==> config.mk <==
export PLATFORM = sky130hd
export DESIGN_NAME = fmsp_serial_port
export DESIGN_NICKNAME = d
export VERILOG_FILES = /design/src/fmsp_pkg.sv /design/src/fmsp_serial_port.sv
export VERILOG_INCLUDE_DIRS = /design/src
export SDC_FILE = /design/constraint.sdc
export NUM_CORES = 1
export LEC_CHECK = 0
export ABC_AREA = 1
export BUFFER_PORTS_ARGS = -buffer_cell sky130_fd_sc_hd__buf_2
export CAP_MARGIN = 20
export CORE_UTILIZATION = 45
export CTS_CLUSTER_DIAMETER = 30
export DETAILED_ROUTE_END_ITERATION = 10
export HOLD_SLACK_MARGIN = 0.12
export PLACE_DENSITY = 0.7
export SLEW_MARGIN = 15
export SYNTH_ARGS = -nofsm -noshare
export SYNTH_HDL_FRONTEND = slang
export SYNTH_SLANG_ARGS = --single-unit
==> constraint.sdc <==
create_clock -name SYS_CLK -period 2.28 [get_ports SYS_CLK]
set_input_delay 0.228 -clock SYS_CLK [delete_from_list [all_inputs] [get_ports SYS_CLK]]
set_output_delay 0.228 -clock SYS_CLK [all_outputs]
set_load 0.05 [all_outputs]
==> src/fmsp_defines.svh <==
`ifndef FMSP_DEFINES_SVH
`define FMSP_DEFINES_SVH
`define FMSP_ADDR_PWR 8'h87
`define FMSP_ADDR_BAUD 8'h8f
`define FMSP_ADDR_CTRL 8'h98
`define FMSP_ADDR_BUF 8'h99
`define FMSP_CTRL_HI_ERR 7
`define FMSP_CTRL_LO 6
`define FMSP_CTRL_MP 5
`define FMSP_CTRL_REN 4
`define FMSP_CTRL_TX9 3
`define FMSP_CTRL_RX9 2
`define FMSP_CTRL_TXDONE 1
`define FMSP_CTRL_RXDONE 0
`define FMSP_PWR_DOUBLE 7
`define FMSP_PWR_FESEL 6
`define FMSP_BAUD_T2 0
`define FMSP_BAUD_M0FAST 1
`define FMSP_CTRL_RST 8'h00
`define FMSP_PWR_RST 8'h00
`define FMSP_BAUD_RST 8'h00
`define FMSP_BUF_RST 8'h00
`define FMSP_M0_DIV_SLOW 4'hc
`define FMSP_M0_DIV_FAST 4'h6
`define FMSP_M2_TERM_SLOW 2'h3
`define FMSP_M2_TERM_FAST 2'h1
`define FMSP_T1_TERM_SLOW 2'h1
`define FMSP_T1_TERM_FAST 2'h0
`define FMSP_T2_TERM 2'h0
`define FMSP_CNT_LAST 4'hf
`define FMSP_SAMP_A 4'h7
`define FMSP_SAMP_B 4'h8
`define FMSP_SAMP_C 4'h9
`define FMSP_RX_LOAD 9'h1ff
`define FMSP_M0_RX_LOAD 8'hfe
`define FMSP_TX_END 8'h01
`endif

==> src/fmsp_pkg.sv <==
package fmsp_pkg;
  typedef enum logic [1:0] {FMSP_M_SHIFT = 2'h0, FMSP_M_UART8 = 2'h1,
    FMSP_M_FIX9 = 2'h2, FMSP_M_VAR9 = 2'h3} fmsp_mode_t;
  typedef enum logic [2:0] {FMSP_TX_IDLE = 3'h1, FMSP_TX_START = 3'h2,
    FMSP_TX_DATA = 3'h4} fmsp_tx_state_t;
endpackage

==> src/fmsp_serial_port.sv <==
// Contract
// - four modes chosen by two mode bits
// - mode 0 data on rxd, clock on txd
// - mode 0 rate clock/12, or clock/6
// - write loads data plus marker, send follows
// - shift right on fall, end sets tx flag
// - mode 0 receive loads 11111110 then active
// - sample on rise, zero at top ends
// - mode 1 frame start, eight bits, stop
// - mode 1 rate from timer overflows
// - async transmit starts at counter rollover
// - start, data, shifts; done at tenth rollover
// - sixteen x sampling, edge resets counter, load
// - majority of samples seven, eight, nine
// - nonzero start bit restarts edge hunt
// - mode 1 store gated by flag, stop
// - mode 2 frame with programmable ninth bit
// - mode 2 rate clock/64 or /32
// - ninth bit loaded, stop inserted, eleventh rollover
// - modes 2/3 store gated by ninth bit
// - mode 3 like mode 2, timer rate
// - async reception only while receive enabled
// - missing stop sets shared frame error flag
// - one address, separate tx and rx buffers
`include "fmsp_defines.svh"
`timescale 1ns/10ps
module fmsp_serial_port
  import fmsp_pkg::*;
(
  input wire logic SYS_CLK,
  input wire logic NRST,
  input wire logic [7:0] ADDR,
  input wire logic [7:0] WDATA,
  input wire logic WR,
  input wire logic RD,
  output logic [7:0] RDATA,
  input wire logic RXD_IN,
  output logic RXD_OUT,
  output logic RXD_OE_N,
  output logic TXD_OUT,
  input wire logic TIMER1_OVF,
  input wire logic TIMER2_OVF
);
  logic mode_bit_hi_reg, mode_bit_lo_reg, multiproc_enable_reg, rx_enable_reg;
  logic tx_ninth_bit_reg, rx_ninth_bit_reg, tx_done_flag_reg, rx_done_flag_reg;
  logic frame_err_flag_reg, baud_double_reg, frame_err_select_reg;
  logic timer2_sel_reg, m0_fast_reg;
  logic [7:0] rx_buf_reg, rdata_reg;
  logic rxd_meta_reg, rxd_sync_reg, rxd_prev_reg;
  logic [1:0] pre_cnt_reg, pre_term;
  logic tick_reg, src_pulse;
  logic [3:0] tx_cnt_reg, m0_cnt_reg, m0_div, m0_half;
  fmsp_tx_state_t tx_state_reg;
  logic [8:0] tx_shift_reg;
  logic tx_req_reg, tx_first_reg, tx_shift_ev, tx_done_set, tx_roll;
  logic m0_active, m0_fall, m0_rise, m0_sclk;
  logic [7:0] m0_rx_shift_reg, m0_rx_data;
  logic m0_rx_pend_reg, m0_rx_busy_reg, m0_rx_start, m0_rx_end;
  logic rx_busy_reg, rx_first_reg, samp_a_reg, samp_b_reg;
  logic [3:0] rx_cnt_reg;
  logic [9:0] rx_shift_reg;
  logic rx_start, bit_ev, vote, rx_end, rx_accept, rx_store, ninth;
  logic [7:0] rx_data;
  logic txd_next, wr_ctrl, wr_buf, is_m0, is_m1;
  fmsp_mode_t mode;

  assign mode = fmsp_mode_t'({mode_bit_hi_reg, mode_bit_lo_reg});
  assign is_m0 = (mode == FMSP_M_SHIFT);
  assign is_m1 = (mode == FMSP_M_UART8);
  assign wr_ctrl = WR && (ADDR == `FMSP_ADDR_CTRL);
  assign wr_buf = WR && (ADDR == `FMSP_ADDR_BUF);

  // pin synchroniser
  always_ff @(posedge SYS_CLK)
  begin
    if (!NRST)
    begin
      rxd_meta_reg <= 1'b1;
      rxd_sync_reg <= 1'b1;
      rxd_prev_reg <= 1'b1;
    end
    else
    begin
      rxd_meta_reg <= RXD_IN;
      rxd_sync_reg <= rxd_meta_reg;
      rxd_prev_reg <= rxd_sync_reg;
    end
  end

  always_comb
  begin
    src_pulse = timer2_sel_reg ? TIMER2_OVF : TIMER1_OVF;
    pre_term = timer2_sel_reg ? `FMSP_T2_TERM :
      (baud_double_reg ? `FMSP_T1_TERM_FAST : `FMSP_T1_TERM_SLOW);
    if (mode == FMSP_M_FIX9)
    begin
      src_pulse = 1'b1;
      pre_term = baud_double_reg ? `FMSP_M2_TERM_FAST : `FMSP_M2_TERM_SLOW;
    end
  end

  always_ff @(posedge SYS_CLK)
  begin
    if (!NRST)
    begin
      pre_cnt_reg <= 2'h0;
      tick_reg <= 1'b0;
    end
    else
    begin
      tick_reg <= 1'b0;
      if (src_pulse)
      begin
        if (pre_cnt_reg >= pre_term)
        begin
          pre_cnt_reg <= 2'h0;
          tick_reg <= 1'b1;
        end
        else
          pre_cnt_reg <= pre_cnt_reg + 2'h1;
      end
    end
  end

  // transmit divide-by-16
  always_ff @(posedge SYS_CLK)
  begin
    if (!NRST)
      tx_cnt_reg <= 4'h0;
    else if (tick_reg)
      tx_cnt_reg <= tx_cnt_reg + 4'h1;
  end
  assign tx_roll = tick_reg && (tx_cnt_reg == `FMSP_CNT_LAST);

  assign m0_div = m0_fast_reg ? `FMSP_M0_DIV_FAST : `FMSP_M0_DIV_SLOW;
  assign m0_half = m0_div >> 1;
  assign m0_active = (is_m0 && tx_state_reg == FMSP_TX_DATA) || m0_rx_busy_reg;
  assign m0_fall = m0_active && (m0_cnt_reg == m0_div - 4'h1);
  assign m0_rise = m0_active && (m0_cnt_reg == m0_half - 4'h1);
  assign m0_sclk = (m0_cnt_reg >= m0_half);

  always_ff @(posedge SYS_CLK)
  begin
    if (!NRST)
      m0_cnt_reg <= 4'h0;
    else if (m0_rx_pend_reg || (is_m0 && tx_state_reg == FMSP_TX_IDLE && tx_req_reg))
      m0_cnt_reg <= 4'h0;
    else if (m0_fall)
      m0_cnt_reg <= 4'h0;
    else if (m0_active)
      m0_cnt_reg <= m0_cnt_reg + 4'h1;
  end

  // shift events and end of transmit
  assign tx_shift_ev = (tx_state_reg == FMSP_TX_DATA) && (is_m0 ? m0_fall : tx_roll);
  assign tx_done_set = tx_shift_ev && (tx_shift_reg[8:1] == `FMSP_TX_END);

  always_ff @(posedge SYS_CLK)
  begin
    if (!NRST)
    begin
      tx_state_reg <= FMSP_TX_IDLE;
      tx_shift_reg <= 9'h1ff;
      tx_req_reg <= 1'b0;
      tx_first_reg <= 1'b0;
    end
    else
    begin
      case (tx_state_reg)
        FMSP_TX_IDLE:
          // wait for rollover in async modes
          if (tx_req_reg && (is_m0 || tx_roll))
          begin
            tx_req_reg <= 1'b0;
            tx_state_reg <= is_m0 ? FMSP_TX_DATA : FMSP_TX_START;
          end
        FMSP_TX_START:
          if (tx_roll)
          begin
            tx_state_reg <= FMSP_TX_DATA;
            tx_first_reg <= 1'b1;
          end
        FMSP_TX_DATA:
          if (tx_shift_ev)
          begin
            // first shift inserts stop in 9-bit modes
            tx_shift_reg <= {(!is_m0 && mode_bit_hi_reg && tx_first_reg), tx_shift_reg[8:1]};
            tx_first_reg <= 1'b0;
            if (tx_done_set)
              tx_state_reg <= FMSP_TX_IDLE;
          end
        default:
          tx_state_reg <= FMSP_TX_IDLE;
      endcase
      // load data with marker or ninth bit
      if (wr_buf)
      begin
        tx_shift_reg <= {(mode_bit_hi_reg ? tx_ninth_bit_reg : 1'b1), WDATA};
        tx_req_reg <= 1'b1;
      end
    end
  end

  assign m0_rx_start = is_m0 && rx_enable_reg && !rx_done_flag_reg && !m0_rx_pend_reg
    && !m0_rx_busy_reg && tx_state_reg == FMSP_TX_IDLE && !tx_req_reg;
  assign m0_rx_end = m0_rx_busy_reg && m0_rise && !m0_rx_shift_reg[7];

  // first bit in lands as bit 0
  always_comb
  begin
    m0_rx_data = 8'h00;
    for (int i = 0; i < 8; i++)
      m0_rx_data[i] = (i == 7) ? rxd_sync_reg : m0_rx_shift_reg[6 - i];
  end

  always_ff @(posedge SYS_CLK)
  begin
    if (!NRST)
    begin
      m0_rx_shift_reg <= 8'hff;
      m0_rx_pend_reg <= 1'b0;
      m0_rx_busy_reg <= 1'b0;
    end
    else if (m0_rx_start)
    begin
      m0_rx_shift_reg <= `FMSP_M0_RX_LOAD;
      m0_rx_pend_reg <= 1'b1;
    end
    else if (m0_rx_pend_reg)
    begin
      m0_rx_pend_reg <= 1'b0;
      m0_rx_busy_reg <= 1'b1;
    end
    else if (m0_rx_busy_reg && m0_rise)
    begin
      m0_rx_shift_reg <= {m0_rx_shift_reg[6:0], rxd_sync_reg};
      if (!m0_rx_shift_reg[7])
        m0_rx_busy_reg <= 1'b0;
    end
  end

  // start edge only with receive enabled
  assign rx_start = !is_m0 && rx_enable_reg && !rx_busy_reg && rxd_prev_reg && !rxd_sync_reg;
  assign bit_ev = rx_busy_reg && tick_reg && (rx_cnt_reg == `FMSP_SAMP_C);
  assign vote = (samp_a_reg & samp_b_reg) | (samp_a_reg & rxd_sync_reg)
    | (samp_b_reg & rxd_sync_reg);
  // mode 1 ends at stop bit
  assign rx_end = bit_ev && !rx_first_reg && (is_m1 ? !rx_shift_reg[1] : !rx_shift_reg[0]);
  assign ninth = is_m1 ? vote : rx_shift_reg[9];
  assign rx_data = is_m1 ? rx_shift_reg[9:2] : rx_shift_reg[8:1];
  // store gate, mode 1 uses stop bit
  // store gate, modes 2/3 use ninth bit
  assign rx_accept = !rx_done_flag_reg && (!multiproc_enable_reg || ninth);
  assign rx_store = (rx_end && rx_accept) || m0_rx_end;

  always_ff @(posedge SYS_CLK)
  begin
    if (!NRST)
    begin
      rx_busy_reg <= 1'b0;
      rx_first_reg <= 1'b0;
      rx_cnt_reg <= 4'h0;
      rx_shift_reg <= 10'h3ff;
      samp_a_reg <= 1'b1;
      samp_b_reg <= 1'b1;
    end
    // edge resets counter and loads ones
    else if (rx_start)
    begin
      rx_busy_reg <= 1'b1;
      rx_first_reg <= 1'b1;
      rx_cnt_reg <= 4'h0;
      rx_shift_reg <= {1'b1, `FMSP_RX_LOAD};
    end
    else if (rx_busy_reg && tick_reg)
    begin
      rx_cnt_reg <= rx_cnt_reg + 4'h1;
      if (rx_cnt_reg == `FMSP_SAMP_A)
        samp_a_reg <= rxd_sync_reg;
      if (rx_cnt_reg == `FMSP_SAMP_B)
        samp_b_reg <= rxd_sync_reg;
      if (bit_ev)
      begin
        rx_first_reg <= 1'b0;
        rx_shift_reg <= {vote, rx_shift_reg[9:1]};
        if ((rx_first_reg && vote) || rx_end)
          rx_busy_reg <= 1'b0;
      end
    end
  end

  // flags set by hardware, cleared by software write
  always_ff @(posedge SYS_CLK)
  begin
    if (!NRST)
    begin
      {mode_bit_hi_reg, mode_bit_lo_reg, multiproc_enable_reg, rx_enable_reg,
        tx_ninth_bit_reg, rx_ninth_bit_reg, tx_done_flag_reg,
        rx_done_flag_reg} <= `FMSP_CTRL_RST;
      frame_err_flag_reg <= 1'b0;
    end
    else
    begin
      if (wr_ctrl)
      begin
        if (!frame_err_select_reg)
          mode_bit_hi_reg <= WDATA[`FMSP_CTRL_HI_ERR];
        mode_bit_lo_reg <= WDATA[`FMSP_CTRL_LO];
        multiproc_enable_reg <= WDATA[`FMSP_CTRL_MP];
        rx_enable_reg <= WDATA[`FMSP_CTRL_REN];
        tx_ninth_bit_reg <= WDATA[`FMSP_CTRL_TX9];
      end
      if (rx_end && rx_accept)
        rx_ninth_bit_reg <= ninth;
      else if (wr_ctrl)
        rx_ninth_bit_reg <= WDATA[`FMSP_CTRL_RX9];
      if (tx_done_set)
        tx_done_flag_reg <= 1'b1;
      else if (wr_ctrl)
        tx_done_flag_reg <= WDATA[`FMSP_CTRL_TXDONE];
      if (rx_store)
        rx_done_flag_reg <= 1'b1;
      else if (wr_ctrl)
        rx_done_flag_reg <= WDATA[`FMSP_CTRL_RXDONE];
      if (rx_end && !vote)
        frame_err_flag_reg <= 1'b1;
      else if (wr_ctrl && frame_err_select_reg)
        frame_err_flag_reg <= WDATA[`FMSP_CTRL_HI_ERR];
    end
  end

  // power and baud option registers
  always_ff @(posedge SYS_CLK)
  begin
    if (!NRST)
    begin
      {baud_double_reg, frame_err_select_reg} <= 2'(`FMSP_PWR_RST >> 6);
      {m0_fast_reg, timer2_sel_reg} <= 2'(`FMSP_BAUD_RST);
    end
    else
    begin
      if (WR && ADDR == `FMSP_ADDR_PWR)
      begin
        baud_double_reg <= WDATA[`FMSP_PWR_DOUBLE];
        frame_err_select_reg <= WDATA[`FMSP_PWR_FESEL];
      end
      if (WR && ADDR == `FMSP_ADDR_BAUD)
      begin
        timer2_sel_reg <= WDATA[`FMSP_BAUD_T2];
        m0_fast_reg <= WDATA[`FMSP_BAUD_M0FAST];
      end
    end
  end

  // receive buffer apart from transmit shifter
  always_ff @(posedge SYS_CLK)
  begin
    if (!NRST)
      rx_buf_reg <= `FMSP_BUF_RST;
    else if (m0_rx_end)
      rx_buf_reg <= m0_rx_data;
    else if (rx_end && rx_accept)
      rx_buf_reg <= rx_data;
  end

  // read port, one cycle latency
  always_ff @(posedge SYS_CLK)
  begin
    if (!NRST)
      rdata_reg <= 8'h00;
    else if (!RD)
      rdata_reg <= 8'h00;
    else
      case (ADDR)
        `FMSP_ADDR_CTRL: rdata_reg <= {(frame_err_select_reg ? frame_err_flag_reg :
          mode_bit_hi_reg), mode_bit_lo_reg, multiproc_enable_reg, rx_enable_reg,
          tx_ninth_bit_reg, rx_ninth_bit_reg, tx_done_flag_reg, rx_done_flag_reg};
        `FMSP_ADDR_BUF: rdata_reg <= rx_buf_reg;
        `FMSP_ADDR_PWR: rdata_reg <= {baud_double_reg, frame_err_select_reg, 6'h00};
        `FMSP_ADDR_BAUD: rdata_reg <= {6'h00, m0_fast_reg, timer2_sel_reg};
        default: rdata_reg <= 8'h00;
      endcase
  end
  assign RDATA = rdata_reg;

  always_comb
  begin
    txd_next = 1'b1;
    if (is_m0)
      txd_next = m0_active ? m0_sclk : 1'b1;
    else if (tx_state_reg == FMSP_TX_START)
      txd_next = 1'b0;
    else if (tx_state_reg == FMSP_TX_DATA)
      txd_next = tx_shift_reg[0];
  end

  always_ff @(posedge SYS_CLK)
  begin
    if (!NRST)
    begin
      TXD_OUT <= 1'b1;
      RXD_OUT <= 1'b1;
      RXD_OE_N <= 1'b1;
    end
    else
    begin
      TXD_OUT <= txd_next;
      RXD_OUT <= tx_shift_reg[0];
      RXD_OE_N <= !(is_m0 && tx_state_reg == FMSP_TX_DATA);
    end
  end

  a_send_after_wr: assert property (@(posedge SYS_CLK) disable iff (!NRST)
    wr_buf && is_m0 && tx_state_reg == FMSP_TX_IDLE |=> ##1 tx_state_reg == FMSP_TX_DATA)
    else $error("mode 0 send late");
  a_m0_fall_gap: assert property (@(posedge SYS_CLK) disable iff (!NRST)
    m0_fall |=> !m0_fall [*5])
    else $error("shift clock too fast");
  a_tx_end_flag: assert property (@(posedge SYS_CLK) disable iff (!NRST)
    tx_state_reg == FMSP_TX_DATA ##1 tx_state_reg == FMSP_TX_IDLE |-> tx_done_flag_reg)
    else $error("transmit ended without flag");
  a_rx_edge_load: assert property (@(posedge SYS_CLK) disable iff (!NRST)
    rx_start |=> rx_cnt_reg == 4'h0 && rx_shift_reg == 10'h3ff && rx_busy_reg)
    else $error("start edge load wrong");
  a_false_start: assert property (@(posedge SYS_CLK) disable iff (!NRST)
    bit_ev && rx_first_reg && vote |=> !rx_busy_reg)
    else $error("false start accepted");
  a_drop_frame: assert property (@(posedge SYS_CLK) disable iff (!NRST)
    rx_end && !rx_accept |=> $stable(rx_buf_reg))
    else $error("gated frame stored");
  a_m0_rx_seq: assert property (@(posedge SYS_CLK) disable iff (!NRST)
    m0_rx_start |=> m0_rx_pend_reg && m0_rx_shift_reg == 8'hfe ##1 m0_rx_busy_reg)
    else $error("mode 0 receive start wrong");
  a_fe_sticky: assert property (@(posedge SYS_CLK) disable iff (!NRST)
    frame_err_flag_reg && !(wr_ctrl && frame_err_select_reg) |=> frame_err_flag_reg)
    else $error("frame error lost");
  a_buf_read: assert property (@(posedge SYS_CLK) disable iff (!NRST)
    RD && ADDR == `FMSP_ADDR_BUF |=> RDATA == $past(rx_buf_reg))
    else $error("buffer read wrong");
endmodule

==> results of run 1 <==
==> logic make-up (layout without fill, tap and decap cells) <==
group	Yosys count	after routing	share of synthesized area [%]
and+or+nand+nor	278	278	30.2
DFF	88	88	41.5
xor gates and xnor gates	1	1	0.206
buffers and inverters	92	129	8.69
adders and majority gates	10	10	2.89
AOI/OAI and AO/OA	121	121	16.5
==> critical path: cells and delay by family, from the launching register on <==
family	cells	cell delay, ps
compound gates	2	210
flops	1	400
simple gates	5	670
fa+ha+maj	1	300
buf+inv	2	350
==> area by class of cell <==
type | instances | area share (%)
clock buffers | 10 | 2.72
clock inverters | 6 | 1.44
inverters | 76 | 6.18
multi-input cells | 410 | 45.0
flip-flops and latches | 88 | 37.5
well taps | 111 | 2.96
repair buffers | 37 | 4.21
==> layer usage <==
layer | routed length (um) | global-route usage, % | vias up
met5 | 0 | 0 | -
met4 | 84 | 5.43 | 0
met3 | 350 | 4.50 | 11
met2 | 4630 | 36.0 | 76
met1 | 4460 | 27.1 | 1732
li1 | - | - | 1994
==> repair_timing <==
| action | CTS | global route |
|---|---|---|
| setup buffers | 0 | 0 |
| resized for setup | 0 | 1 |
| hold buffers | 1 | 0 |
| hold endpoints to repair | 1 | 0 |
| setup endpoints to repair | 0 | 1 |
==> synth_stat cells, drive strengths merged (2+ instances only) <==
library cell,count
o221ai,3
nand3b,6
nand2,151
nor4,4
nor2,47
dfxtp,88
o21bai,3
or2,5
nand3,47
buf,9
o211ai,6
o21a,2
clkinv,2
inv,74
nor3,10
o21ai,49
nand4,5
ha,9
clkbuf,7
a21oi,53
==> how the worst max path moves through the flow <==
stage                                      start                           to  slack [ps]  depth (start not counted)
finish                m0_cnt_reg[0]$_SDFFE_PP0N_   rx_buf_reg[5]$_SDFFE_PN0P_         230                         10
global placement    mode_bit_hi_reg$_SDFFE_PN0P_  pre_cnt_reg[0]$_SDFFE_PN0N_         150                          9
CTS                 mode_bit_hi_reg$_SDFFE_PN0P_  pre_cnt_reg[0]$_SDFFE_PN0N_         100                          9
detailed placement  mode_bit_hi_reg$_SDFFE_PN0P_  pre_cnt_reg[0]$_SDFFE_PN0N_         120                          9
floorplan             m0_cnt_reg[0]$_SDFFE_PP0N_  m0_rx_busy_reg$_SDFFE_PN0P_         560                          8
global route          m0_cnt_reg[0]$_SDFFE_PP0N_   rx_buf_reg[5]$_SDFFE_PN0P_          20                         10
==> power groups by stage <==
stage,combinational (W),clock (W),sequential [W]
detailed placement,0.000244,0,0.00162
CTS,0.000246,0.00110,0.00159
finish,0.000246,0.00108,0.00159
global route,0.000286,0.00118,0.00159
global placement,0.000236,0,0.00162
floorplan,0.000169,0,0.00163
==> layout by cell type (no fill, tap or decap), drive strengths merged, types with 2 or more instances in the layout <==
master	synthesis	routed
dfxtp	88	88
a21oi	53	53
nand2	151	151
clkinv	2	4
buf	9	36
clkbuf	7	10
clkinvlp	0	2
nand3b	6	6
o211ai	6	6
nand3	47	47
ha	9	9
inv	74	75
nor3	10	10
o21a	2	2
nor4	4	4
nand4	5	5
or2	5	5
o21bai	3	3
o221ai	3	3
o21ai	49	49
nor2	47	47
==> stage by stage <==
step	total power, W	setup slack, ps	std cells	hold slack (ps)	utilization, %
finish	0.00291	231	738	147	51.1
global route	0.00306	20.0	738	152	51.1
CTS	0.00294	102	738	130	51.1
detailed placement	0.00187	121	721	404	48.9
global placement	0.00186	147	721	401	48.9
floorplan	0.00179	560	590	335	-
==> impl_metrics.csv, run 1 <==
group,metric,value,unit
timing,final_hold_viol_count,0,
worst_setup_path,crit_top_cell,"nand2_1",
worst_setup_path,crit_path_max_fanout,31,
floorplanning,fp-row-count,35,
logic_synthesis,post_synth.cell_area_avg,7.20,sq um
power_and_ir_drop,swShare,25.8,%
power_and_ir_drop,seq_power_share,54.6,%
power_and_ir_drop,vdd_drop_max,0.281,mV
logic_synthesis,yosys.area.top_type,"dfxtp_1",
floorplanning,dieHeight,99.1,um
floorplanning,ios,34,
timing,layout_min_cycle_time,2050,ps
finish,fin_nets,654,
clocking,clk_latency,360,ps
logic_synthesis,synthArstFlopShare,0,%
status,status,"completed",
worst_setup_path,cpMaxStageDelayCell,"dfxtp_1",
global_routing,first_global_vias,3603,
finish,diodes,0,
floorplanning,start_util,46.2,%
timing,tns,0,ps
floorplanning,die_area,0.00983,sq mm
logic_synthesis,synth_edf_count,0,
timing,max_slew_margin,63.2,%
power_and_ir_drop,power_density,620,mW/mm^2
power_and_ir_drop,p_leak,2.19,nW
logic_synthesis,synth.area.top_cells,"dfxtp_1 (41%), nand2_1 (13%), inv_1 (5.8%), a21oi_1 (5.3%), nand3_1 (5.2%)",
global_routing,grt_antenna_before_repair,0,
clocking,clock-root-buffer,"clkbuf_8",
routing,vias_per_cell,5.17,
power_and_ir_drop,power_frac_clock,37.0,%
logic_synthesis,syn_area,0.00425,sq mm
worst_setup_path,setup.worst_path.start_class,"flip-flop",
worst_setup_path,end_kind,"flip-flop",
logic_synthesis,synthesis.instances,590,
timing,tightest_slew,552,ps
logic_synthesis,yosysWarnings,0,
routing,ant_nets,0,
min_path,hp-class,"in -> reg",
worst_setup_path,r2r_setup_slack,230,ps
timing,finalCritPeriodShare,89.8,%
worst_setup_path,cp_slowest_stage_delay,400,ps
power_and_ir_drop,switching_power,0.000751,W
routing,drc,0,
logic_synthesis,mappedNetlistNets,622,
routing,first_iter_violations,169,
routing,num_vias,3813,
logic_synthesis,ys.flop_type,"dfxtp_1",
finish,largest_reg_flops,10,
clocking,clkTransAtPathRegs,90,ps
timing,skew,12.7,ps
worst_setup_path,cp_data_required_time,2540,ps
min_path,hp-start,"RD",
finish,drive_above_1_share,15.2,%
power_and_ir_drop,pwr-share-comb,8.5,%
worst_setup_path,rr_worst_depth,10,
finish,ff_latch_area,0.00176,sq mm
worst_setup_path,arrival,2310,ps
finish,area_growth,10.7,%
placed_design,gp_congestion,0.900,
worst_setup_path,r2r_start,"m0_cnt_reg[0]$_SDFFE_PP0N_",
finish,multi_input_area,0.00211,sq mm
logic_synthesis,synth_top_area_share,41.5,%
finish,final_cell_area,0.00470,sq mm
clocking,clock_path_buffers,2,
global_routing,grtUsageTotal,21.1,%
timing,final_max_slew_viol_count,0,
placed_design,port_buffers,33,
routing,dr.pass1.iters,5,
timing,setup_viol,0,
global_routing,grt_pass1_wl,16500,um
clocking,h-tree-depth,3,
worst_setup_path,worstPathCellList,"inv_1 -> ha_1 -> nor3_1 -> nand2_1 -> nor2_2 -> inv_2 -> nand2_1 -> o21ai_1 -> a21oi_2 -> nor2_1",
finish,fill_cells,906,
floorplanning,coreArea,0.00920,sq mm
timing,fmax,488,MHz
clocking,cts_tree,"done",
routing,wirelength,9520,um
logic_synthesis,yosysUniqueCellTypes,46,
timing,rsz0062_at_grt,"false",
clocking,clock-sinks,88,
floorplanning,die_w,99.1,um
logic_synthesis,synth-seq-cells,88,
min_path,hold_depth,3,
run,maxCapViolations,0,
routing,wire_per_inst,12.9,um
global_routing,grt-ovfl-total,0,
worst_setup_path,r2r-end,"rx_buf_reg[5]$_SDFFE_PN0P_",
min_path,hold_path_end,"RDATA[3]$_SDFF_PN0_",
clocking,numCtsBuffers,9,
placed_design,place_area,0.00449,sq mm
placed_design,hpwlAfterDp,7080,um
global_routing,grt_max_degree,32,
power_and_ir_drop,power.internal,0.00216,W
logic_synthesis,synth-seq-area-share,41.5,%
worst_setup_path,path_class,"reg -> reg",
Power figures use the tool's default switching activity.
==> inputs of run 2 (changes only) <==
ABC_AREA = unset   (was 1)
==> impl_metrics.csv, run 2 <==
group,metric,value,unit
status,status,"completed",
logic_synthesis,yosysWarnings,0,
finish,largest_reg_flops,10,
finish,layout_commonest_cell,"dfxtp_1",
logic_synthesis,synth.area.top_cells,"dfxtp_1 (44%), mux2i_1 (12%), nor2_1 (5.3%), nand2_1 (5.1%), mux2_2 (3.4%)",
floorplanning,die_area,0.00921,sq mm
finish,drive_above_1_share,16.8,%
worst_setup_path,r2r_setup_slack,190,ps
worst_setup_path,r2r-end,"pre_cnt_reg[1]$_SDFFE_PN0N_",
finish,final_cell_mix,"dfxtp_1 (88), nor2_1 (56), nand2_1 (54), mux2i_1 (47), buf_2 (33)",
floorplanning,coreArea,0.00838,sq mm
routing,ant_nets,0,
timing,max_slew_margin,47.0,%
clocking,clock_path_buffers,2,
clocking,clock-root-buffer,"clkbuf_8",
clocking,numCtsBuffers,9,
finish,diodes,0,
clocking,h-tree-depth,3,
power_and_ir_drop,p_leak,1.75,nW
logic_synthesis,synth-seq-cells,88,
timing,tns,0,ps
global_routing,grt_max_degree,23,
clocking,clk_latency,350,ps
routing,drc,0,
global_routing,grt_antenna_before_repair,0,
worst_setup_path,path_class,"reg -> reg",
logic_synthesis,yosysUniqueCellTypes,52,
routing,first_iter_violations,121,
run,maxCapViolations,0,
min_path,hp-class,"in -> reg",
clocking,cts_tree,"done",
worst_setup_path,setup.worst_path.start_class,"flip-flop",
routing,wire_per_inst,15.0,um
logic_synthesis,ys.flop_type,"dfxtp_1",
power_and_ir_drop,vdd_drop_max,0.263,mV
routing,num_vias,3207,
routing,dr.pass1.iters,4,
routing,wirelength,8820,um
logic_synthesis,synthesis.instances,436,
floorplanning,dieHeight,96.0,um
global_routing,first_global_vias,3103,
clocking,clock-sinks,88,
logic_synthesis,post_synth.cell_area_avg,9.11,sq um
logic_synthesis,yosysMostFrequentCell,"dfxtp_1",
timing,rsz0062_at_grt,"false",
logic_synthesis,synth_edf_count,0,
global_routing,grt-ovfl-total,0,
power_and_ir_drop,power_density,634,mW/mm^2
logic_synthesis,synthArstFlopShare,0,%
worst_setup_path,rr_worst_depth,6,
logic_synthesis,syn_area,0.00397,sq mm
timing,final_hold_viol_count,0,
timing,final_max_slew_viol_count,0,
floorplanning,ios,34,
logic_synthesis,synth_commonest_cells,"dfxtp_1 (88), nor2_1 (56), nand2_1 (54)",
finish,area_growth,14.0,%
clocking,clkTransAtPathRegs,90,ps
logic_synthesis,synth_top_area_share,44.3,%
timing,fmax,477,MHz
routing,vias_per_cell,5.45,
placed_design,port_buffers,33,
placed_design,gp_congestion,0.885,
worst_setup_path,r2r_start,"mode_bit_hi_reg$_SDFFE_PN0P_",
finish,fin_nets,510,
logic_synthesis,synth-seq-area-share,44.3,%
worst_setup_path,end_kind,"flip-flop",
timing,layout_min_cycle_time,2090,ps
timing,setup_viol,0,
clocking,post_cts_buffers,0,
worst_setup_path,arrival,2380,ps
logic_synthesis,mappedNetlistNets,468,
worst_setup_path,cp_data_required_time,2560,ps
worst_setup_path,cp-endpoint,"pre_cnt_reg[1]$_SDFFE_PN0N_",
timing,finalCritPeriodShare,91.9,%
placed_design,hpwlAfterDp,6440,um
global_routing,grt_pass1_wl,14600,um
logic_synthesis,yosys.area.top_type,"dfxtp_1",
timing,skew,9.06,ps
worst_setup_path,crit_path_max_fanout,6,
floorplanning,start_util,47.4,%
worst_setup_path,crit_start,"mode_bit_hi_reg$_SDFFE_PN0P_",
floorplanning,die_w,96.0,um
timing,tightest_slew,791,ps
global_routing,grtUsageTotal,20.9,%
finish,final_util,54.0,%
floorplanning,fp-row-count,33,
-- run 2: changes by cell type in the layout (fill, tap and decap cells not counted), moves of 11 or more --
| cell | before | now |
|---|---|---|
| mux2_2 | 0 | 12 |
| a21oi_1 | 45 | 25 |
| nor2_1 | 38 | 56 |
| mux2i_1 | 0 | 47 |
| inv_1 | 66 | 8 |
| buf_4 | 3 | 14 |
| o21ai_0 | 42 | 9 |
| nand2_1 | 143 | 54 |
| nand3_1 | 44 | 19 |
-- run 2: per-stage QoR --
stage          hold slack (ps)  std cells  power, W  setup slack, ps  cell area (sq um)
2_1_floorplan              329        436   0.00165              417               3970
3_3_place_gp               390        571   0.00170              281               4290
3_5_place_dp               398        571   0.00170              246               4290
4_1_cts                    131        588   0.00290              209               4530
5_1_grt                    152        588   0.00298              111               4530
6_report                   140        588   0.00287              186               4530
-- run 2: worst min path at each step --
stage | slack [ps] | endpoint | start | depth (start not counted)
2_1_floorplan | 330 | rxd_meta_reg$_SDFF_PN1_ | RXD_IN | 1
5_1_grt | 150 | tx_shift_reg[2]$_SDFFE_PN1P_ | WDATA[2] | 3
3_5_place_dp | 400 | rxd_sync_reg$_SDFF_PN1_ | rxd_meta_reg$_SDFF_PN1_ | 1
6_report | 140 | tx_ninth_bit_reg$_SDFFE_PN0P_ | WDATA[3] | 3
4_1_cts | 130 | tx_ninth_bit_reg$_SDFFE_PN0P_ | WDATA[3] | 3
3_3_place_gp | 390 | rxd_sync_reg$_SDFF_PN1_ | rxd_meta_reg$_SDFF_PN1_ | 1
-- run 2: layout make-up --
cell class                 instances  area, sq um
timing repair buffer              48          280
clock inverter                     7          101
sequential                        88         1760
clock buffer                       9          124
multi-input combinational        323         2100
tap                              105          131
inverter                           8         30.0
fill                             781         3850
-- run 2: cells by family (layout without fill, tap and decap cells) --
kind of cell,after synthesis,in the layout,share of synthesized area (%)
AO/OA/AOI/OAI,66,66,11.0
XOR/XNOR,11,11,2.43
adder cells (fa/ha/maj),10,10,3.09
buffers and inverters,25,72,2.80
flip-flops,88,88,44.3
multiplexers,59,59,15.2
AND/OR/NAND/NOR,177,177,21.1
-- run 2: routing by layer --
metal | global-route usage (%) | share of wire [%] | vias to the layer above
li1 | - | - | 1623
met3 | 4.27 | 4.9 | 13
met2 | 32.9 | 45 | 78
met4 | 7.34 | 1.9 | 0
met5 | 0 | 0 | -
met1 | 28.3 | 48 | 1493
-- run 2: what timing repair did --
item                      CTS  global route
hold endpoints to repair    1             0
hold buffers                1             0
gates resized for setup     0             0
-- run 2: critical path: stages, from the launching register on --
cell and delay (ps):
dfxtp_1 480, inv_1 190, or3_1 350, ha_1 280, a21o_1 190, or4_1 400, a21oi_1 140
-- run 2: report_power, final --
group	switching [W]	internal, W
clock network	0.000576	0.000626
logic	0.0000681	0.0000458
registers	0.00000983	0.00154
total	0.000654	0.00222
